File: config.mk
export PLATFORM = sky130hd
export DESIGN_NAME = cam_angle_setting_ui
export DESIGN_NICKNAME = d
export VERILOG_FILES = /design/src/verilog/cam_set_pkg.sv /design/src/verilog/cam_angle_setting_ui.sv /design/src/verilog/cam_arc_ring.sv
export SDC_FILE = /design/constraint.sdc
export NUM_CORES = 1
export LEC_CHECK = 0
export ABC_CLOCK_PERIOD_IN_PS = 3170
export BUFFER_PORTS_ARGS = -buffer_cell sky130_fd_sc_hd__buf_2
export CORE_UTILIZATION = 50
export DETAILED_ROUTE_END_ITERATION = 8
export PLACE_DENSITY = 0.73
export SLEW_MARGIN = 20
export SYNTH_ARGS = -nofsm -noshare
export SYNTH_HDL_FRONTEND = slang
export SYNTH_SLANG_ARGS = --single-unit
File: constraint.sdc
create_clock -name mclk -period 3.17 [get_ports mclk]
set_clock_uncertainty 0.1 [all_clocks]
set_input_delay 0.7925 -clock mclk [delete_from_list [all_inputs] [get_ports mclk]]
set_output_delay 0.7925 -clock mclk [all_outputs]
set_load 0.005 [all_outputs]
File: src/verilog/cam_set_pkg.sv
// Constants shared by the cam angle editing logic.
`default_nettype none
package cam_set_pkg;
  localparam int CHANNELS = 4;
  localparam int ANGLE_W = 9;
  localparam logic [8:0] ANGLE_MAX = 9'h167;
  localparam logic [8:0] ON_RESET = 9'h000;
  localparam logic [8:0] OFF_RESET = 9'h000;
  localparam int RING_LEDS = 36;
  localparam logic [8:0] DEG_PER_LED = 9'h00a;
  localparam int REPEAT_MS = 200;
  localparam int CLK_KHZ = 25000;
  localparam int REPEAT_CYC = REPEAT_MS * CLK_KHZ;
  typedef enum logic [1:0] {
    SEL_NONE,
    SEL_ON,
    SEL_OFF,
    SEL_RATE
  } sel_t;
endpackage
`default_nettype wire

File: src/verilog/cam_angle_setting_ui.sv
// Operator editing of four programmable cam channel angles.
//
// Notes on behaviour
// - Four cam channels each hold an on and an off angle, editable from the display.
// - Angle changes are refused while the press is running.
// - In edit mode the carry-up segment means on angle and the fine-jog segment off angle.
// - Each advance press moves to the next segment, showing the channel tag and angle.
// - Holding the key at plus raises the selected angle, at minus lowers it.
// - The LED ring lights an arc from the on angle that follows angle changes.
// - After the on angle the next advance selects the same channel's off angle.
// - The sequence continues through channels two to four, each with its tag.
// - While editing is enabled, lower-half display settings cannot be adjusted.
// - With the enable cleared, the next advance selects the angle-and-rate segment.
// - Option switch one or the display-board switch enables editing; off by default.
`timescale 1ns/10ps
`default_nettype none
module cam_angle_setting_ui #(
  parameter int REPEAT_CYC = cam_set_pkg::REPEAT_CYC
) (
  // Clock and reset
  input wire logic mclk,
  input wire logic reset,
  // Switches and press state, asynchronous pins
  input wire logic option_switch_bank_1,
  input wire logic display_edit_switch,
  input wire logic inch_mode,
  input wire logic press_running,
  input wire logic advance_button,
  input wire logic key_plus,
  input wire logic key_minus,
  // Display
  output logic edit_enabled,
  output logic cam_on_segment,
  output logic cam_off_segment,
  output logic angle_rate_segment,
  output logic lower_half_lock,
  output logic [2:0] channel_tag,
  output logic [8:0] shown_angle,
  output logic [cam_set_pkg::RING_LEDS-1:0] ring,
  // Stored settings for the cam output generator
  output logic [4*9-1:0] on_angles,
  output logic [4*9-1:0] off_angles
);
  localparam int NIN = 7;

  // ----------------------------------------------------------------
  // Input synchronisers
  // ----------------------------------------------------------------
  logic [NIN-1:0] pins;
  logic [NIN-1:0] sync1_reg;
  logic [NIN-1:0] sync2_reg;
  assign pins = {key_minus, key_plus, advance_button, press_running,
                 inch_mode, display_edit_switch, option_switch_bank_1};
  always_ff @(posedge mclk) begin
    if (reset) begin
      sync1_reg <= '0;
      sync2_reg <= '0;
    end else begin
      sync1_reg <= pins;
      sync2_reg <= sync1_reg;
    end
  end

  logic en_sw;
  logic inch_s;
  logic run_s;
  logic adv_s;
  logic plus_s;
  logic minus_s;
  assign en_sw = sync2_reg[0] | sync2_reg[1];
  assign inch_s = sync2_reg[2];
  assign run_s = sync2_reg[3];
  assign adv_s = sync2_reg[4];
  assign plus_s = sync2_reg[5];
  assign minus_s = sync2_reg[6];

  logic adv_d_reg;
  logic adv_pulse;
  always_ff @(posedge mclk) begin
    if (reset) begin
      adv_d_reg <= 1'b0;
    end else begin
      adv_d_reg <= adv_s;
    end
  end
  assign adv_pulse = adv_s & ~adv_d_reg;

  // ----------------------------------------------------------------
  // Selection sequence
  // ----------------------------------------------------------------
  cam_set_pkg::sel_t sel_reg;
  cam_set_pkg::sel_t sel_next;
  logic [1:0] chan_reg;
  logic [1:0] chan_next;
  logic edit_ok;
  // Edits need the enable, inch mode and a stopped press.
  assign edit_ok = en_sw & inch_s & ~run_s;

  // Clearing the enable drops any cam selection at once, so a stale channel
  // is never left lit while the normal display is back in charge.
  always_comb begin
    sel_next = sel_reg;
    chan_next = chan_reg;
    if (adv_pulse) begin
      if (!en_sw) begin
        sel_next = cam_set_pkg::SEL_RATE;
        chan_next = 2'h0;
      end else begin
        case (sel_reg)
          cam_set_pkg::SEL_ON: begin
            sel_next = cam_set_pkg::SEL_OFF;
          end
          cam_set_pkg::SEL_OFF: begin
            sel_next = cam_set_pkg::SEL_ON;
            chan_next = chan_reg + 2'h1;
          end
          default: begin
            sel_next = cam_set_pkg::SEL_ON;
            chan_next = 2'h0;
          end
        endcase
      end
    end else if (!en_sw && sel_reg != cam_set_pkg::SEL_RATE) begin
      sel_next = cam_set_pkg::SEL_NONE;
    end
  end

  always_ff @(posedge mclk) begin
    if (reset) begin
      sel_reg <= cam_set_pkg::SEL_NONE;
      chan_reg <= 2'h0;
    end else begin
      sel_reg <= sel_next;
      chan_reg <= chan_next;
    end
  end

  // ----------------------------------------------------------------
  // Key repeat timing
  // ----------------------------------------------------------------
  // A held key steps once at once, then once per repeat interval, so a
  // brief turn moves one degree while holding slews the angle.
  logic [$clog2(REPEAT_CYC+1)-1:0] rep_reg;
  logic step;
  logic key_held;
  assign key_held = plus_s ^ minus_s;
  assign step = key_held && rep_reg == '0;
  always_ff @(posedge mclk) begin
    if (reset) begin
      rep_reg <= '0;
    end else if (!key_held) begin
      rep_reg <= '0;
    end else if (rep_reg == '0) begin
      rep_reg <= ($clog2(REPEAT_CYC+1))'(REPEAT_CYC - 1);
    end else begin
      rep_reg <= rep_reg - 1'b1;
    end
  end

  function automatic logic [8:0] bump(input logic [8:0] a, input logic up);
    logic [8:0] r;
    r = a;
    if (up) begin
      r = (a >= cam_set_pkg::ANGLE_MAX) ? 9'h000 : a + 9'h001;
    end else begin
      r = (a == 9'h000) ? cam_set_pkg::ANGLE_MAX : a - 9'h001;
    end
    return r;
  endfunction

  // ----------------------------------------------------------------
  // Angle storage
  // ----------------------------------------------------------------
  logic [8:0] on_reg [cam_set_pkg::CHANNELS];
  logic [8:0] off_reg [cam_set_pkg::CHANNELS];
  logic do_edit;
  assign do_edit = step & edit_ok;

  genvar c;
  generate
    for (c = 0; c < cam_set_pkg::CHANNELS; c++) begin : g_chan
      always_ff @(posedge mclk) begin
        if (reset) begin
          on_reg[c] <= cam_set_pkg::ON_RESET;
          off_reg[c] <= cam_set_pkg::OFF_RESET;
        end else if (do_edit && chan_reg == 2'(c)) begin
          if (sel_reg == cam_set_pkg::SEL_ON) begin
            on_reg[c] <= bump(on_reg[c], plus_s);
          end
          if (sel_reg == cam_set_pkg::SEL_OFF) begin
            off_reg[c] <= bump(off_reg[c], plus_s);
          end
        end
      end
      assign on_angles[c*9 +: 9] = on_reg[c];
      assign off_angles[c*9 +: 9] = off_reg[c];
    end
  endgenerate

  // ----------------------------------------------------------------
  // Display outputs
  // ----------------------------------------------------------------
  // Only an on or off selection puts a cam channel on the display.
  function automatic logic angle_sel(input cam_set_pkg::sel_t s);
    return s == cam_set_pkg::SEL_ON || s == cam_set_pkg::SEL_OFF;
  endfunction

  logic [8:0] cur_on;
  logic [8:0] cur_off;
  assign cur_on = on_reg[chan_reg];
  assign cur_off = off_reg[chan_reg];

  // The lower half stays locked for as long as either enable is on, so an
  // operator who forgets to clear the enable cannot change those settings.
  always_ff @(posedge mclk) begin
    if (reset) begin
      edit_enabled <= 1'b0;
      lower_half_lock <= 1'b0;
    end else begin
      edit_enabled <= en_sw;
      lower_half_lock <= en_sw;
    end
  end

  always_ff @(posedge mclk) begin
    if (reset) begin
      cam_on_segment <= 1'b0;
      cam_off_segment <= 1'b0;
      angle_rate_segment <= 1'b0;
    end else begin
      cam_on_segment <= sel_reg == cam_set_pkg::SEL_ON;
      cam_off_segment <= sel_reg == cam_set_pkg::SEL_OFF;
      angle_rate_segment <= sel_reg == cam_set_pkg::SEL_RATE;
    end
  end

  // The display is blanked outside a cam selection rather than left
  // showing the last channel, so a reader never mistakes it for live data.
  always_ff @(posedge mclk) begin
    if (reset) begin
      channel_tag <= 3'h0;
      shown_angle <= 9'h000;
    end else if (angle_sel(sel_reg)) begin
      channel_tag <= {1'b0, chan_reg} + 3'h1;
      shown_angle <= (sel_reg == cam_set_pkg::SEL_ON) ? cur_on : cur_off;
    end else begin
      channel_tag <= 3'h0;
      shown_angle <= 9'h000;
    end
  end

  // ----------------------------------------------------------------
  // Crank-angle ring
  // ----------------------------------------------------------------
  // The ring lags the stored angle by one clock, which no operator sees.
  logic show_arc;
  assign show_arc = angle_sel(sel_reg);

  cam_arc_ring #(
    .LEDS(cam_set_pkg::RING_LEDS)
  ) u_ring (
    .mclk(mclk),
    .reset(reset),
    .show(show_arc),
    .on_angle(cur_on),
    .off_angle(cur_off),
    .ring(ring)
  );
endmodule
`default_nettype wire

File: src/verilog/cam_arc_ring.sv
// Crank-angle LED ring arc from an on angle to an off angle.
`timescale 1ns/10ps
`default_nettype none
module cam_arc_ring #(
  parameter int LEDS = cam_set_pkg::RING_LEDS
) (
  // Clock and reset
  input wire logic mclk,
  input wire logic reset,
  // Arc ends
  input wire logic show,
  input wire logic [8:0] on_angle,
  input wire logic [8:0] off_angle,
  // Ring
  output logic [LEDS-1:0] ring
);
  logic [LEDS-1:0] ring_next;
  genvar i;
  generate
    for (i = 0; i < LEDS; i++) begin : g_led
      localparam logic [8:0] POS = 9'(i * 10);
      always_comb begin
        if (!show) begin
          ring_next[i] = 1'b0;
        end else if (on_angle <= off_angle) begin
          ring_next[i] = (POS >= on_angle) && (POS <= off_angle);
        end else begin
          ring_next[i] = (POS >= on_angle) || (POS <= off_angle);
        end
      end
    end
  endgenerate
  // LEDs at the arc end follow the angle as it moves.
  always_ff @(posedge mclk) begin
    if (reset) begin
      ring <= '0;
    end else begin
      ring <= ring_next;
    end
  end
endmodule
`default_nettype wire

==> run summary <==
Status - finished with violations
Failing checks - design-rule violations
Grt total ovfl - 0
Antenna-violating nets left - 0
CP Max Fanout - 19
Setup bufs post-CTS - 0
Initial DRC Count - 1191
# Max-Cap Violations - 0
Root Driver - clkbuf_16
RSZ-0062 raised after global routing - false
Fin crit share - 93.5%
Final min period - 2970 ps
CTS tree - done
Clock share of power - 37.2%
F_max - 0.337 GHz
Worst slack at placement - 173 ps
Total power - 5.45 mW
Vias after detailed routing - 11057
Avg Synthesized Cell Area - 8.48 um2
Cell taking the most area after synthesis - edfxtp_1
Gate Count Post-Synth - 1339
Vias per cell - 6.23
DRT Pass-1 Iters - 9
Cts hold-fix bufs - 0
Die Wd - 153 um
Final std cell area, no fill - 13200 um2
Worst hold slack - 340 ps
CP Data Required Time - 3400 ps
Synth top area share - 19.0%
Placed cells - 1744
Final Hold Fails - 0
Startpoint types - register
Cell-internal power - 3.79 mW
Power Density - 412 nW/um2
Cell Chain, Critical Path - buf_12 -> mux4_1 -> inv_1 -> ha_1 -> nand4_1 -> o32a_1 -> o21a_2 -> maj3_1 -> and2_1
Maximum clock path buffer count - 2
CP endpoint kind - register
Die ar. - 23300 um2
Die Ht - 153 um
I/O Pins - 134
Syn Nets - 1382
Critical Path AT - 3190 ps
Top cells by area, synth - edfxtp_1 19%, dfxtp_1 17%, nor2_1 5.2%
Worst Tran Pin Value - 598 ps
Vias in the first global route - 9982
Initial antenna violation count - 0
Post-DP HPWL - 25500 um
Fin. max-slew vios - 0
Register area share after synthesis - 36.0%
Hold Crit Class - register to register
Rows - 54
Pleak - 5.28 nW
H-Tree Depth - 4
Final Worst Setup Slack - 205 ps
Distinct cell type count after synthesis - 84
First-pass GRT wire length - 54700 um
Number of synthesized flops with an enable pin - 72
Clock buffers created by TritonCTS - 17
Sequential share of power - 44.2%
Count of yosys warnings during synthesis - 0
Crit-path slowest cell - mux4_1
Switching share of power - 30.5%
Core area - 22000 um2
Clock slew at reported path FFs - 70 ps
Final core occ - 60.1%
VDD IR max - 0.296 mV
Residual DRC - 10
Clk_lat worst skew - 450 ps
Net Switching - 1.66 mW
Setup CP Type - register to register
Logic pwr share - 18.6%
GP Congestion - 0.975
Post-route insts no fill - 1776
Antenna Cells - 0
Tot GR Track Use - 29.4%
Flops & latches, synth - 168
Routed length per instance - 19.4 um
Setup TNS - 0 ps
Nets - 1526
Final setup fails - 0
Cts repair resizes - 0
Asr flop ratio synth - 0%
Slowest stage delay, CP - 590 ps
Area Overhead vs Synth - 16.7%
Layout cells sized above 1 - 20.7%
Routed WL - 34400 um
Max_slew headroom - 60.1%
Port bufs - 133
Syn Std Cell Area - 11400 um2
Synth Flop Type - dfxtp_1
Initial Util - 51.6%
Cell Area, Placed - 12700 um2
Largest net degree at the start of global routing - 55
Clock Sink Count - 168
cell type report:
class | instances | area (um2)
clock buffer | 17 | 425
clock inverter | 15 | 134
fill | 1972 | 8780
inverter | 50 | 188
multi-input combinational | 1019 | 6640
sequential | 168 | 4090
tap | 280 | 350
timing repair buffer | 227 | 1420
power groups by stage:
stage | Combinational, mW | Sequential, mW | Clock (mW)
CTS | 1.01 | 2.41 | 2.04
global placement | 0.986 | 2.45 | 0
floorplan | 0.714 | 2.44 | 0
detailed placement | 1.00 | 2.46 | 0
finish | 1.02 | 2.41 | 2.03
global route | 1.12 | 2.42 | 2.13
worst paths after layout:
check                                from                         end  slack, ps  depth (start not counted)
setup / recovery                 register  u_ring.ring[27]$_SDFF_PP0_        200                          9
hold / removal    sync1_reg[0]$_SDFF_PP0_     sync2_reg[0]$_SDFF_PP0_        340                          1
setup reg to reg                 register  u_ring.ring[27]$_SDFF_PP0_        200                          9
hold reg to reg   sync1_reg[0]$_SDFF_PP0_     sync2_reg[0]$_SDFF_PP0_        340                          1
cell usage in the layout, fill, tap and decap left out, drive strengths merged, types with 6 or more instances in the layout:
cell    Yosys  layout
o31ai      13      13
maj3       26      26
or4        12      12
nor4b       7       7
o21a       12      12
mux2i      11      11
xnor2      36      36
a21oi     106     106
buf        24     227
nor2b      23      23
clkbuf     78      17
and3       21      21
nor3       37      37
nor2      160     160
nand3      49      49
nor3b       6       6
dfxtp      96      96
and2       18      18
or2        14      14
nand2      93      93
edfxtp     72      72
a311oi     15      15
xor2       27      27
inv        48      59
ha         34      34
a31oi      41      41
a211oi     32      32
a21o       16      16
nand2b     19      19
nor4       18      18
nand4      17      17
mux4       17      17
a221oi      8       8
or3        11      11
o21ai      61      61
per-layer routing:
metal | vias up | share of wire (%) | track usage, %
met5 | - | 0 | 0
li1 | 5209 | - | -
met1 | 5225 | 43 | 40.6
met3 | 68 | 7.7 | 3.95
met4 | 0 | 2.8 | 11.1
met2 | 555 | 46 | 46.9
cell families after synthesis:
| group | count (synthesis) | share of synthesized area, % |
|---|---|---|
| buffers and inverters | 152 | 5.56 |
| AND/OR/NAND/NOR | 518 | 23.2 |
| AO/OA/AOI/OAI | 349 | 19.7 |
| flip-flops | 168 | 36.0 |
| XOR/XNOR | 63 | 4.86 |
| adder cells (fa/ha/maj) | 60 | 6.08 |
| multiplexers | 29 | 4.61 |
critical path: cells and delay by family, from the launching register on:
family	cells	cell delay, ps
mux	1	590
fa+ha+maj	2	510
buf+inv	2	380
flops	1	360
compound gates	2	610
simple gates	2	280
Yosys cell counts (15+ instances only):
cell / count
nor2_1: 158
xor2_1: 27
nand2_1: 93
a21oi_1: 106
inv_1: 47
maj3_1: 22
a311oi_1: 15
nand4_1: 17
nor2b_1: 23
o21ai_0: 56
ha_1: 34
clkbuf_1: 78
a211oi_1: 32
xnor2_1: 36
nand2b_1: 19
edfxtp_1: 72
a21o_1: 16
nor4_1: 16
and3_1: 21
nand3_1: 49
a31oi_1: 41
nor3_1: 35
dfxtp_1: 96
and2_1: 17
Note: power is estimated with default switching activity, not from simulation.
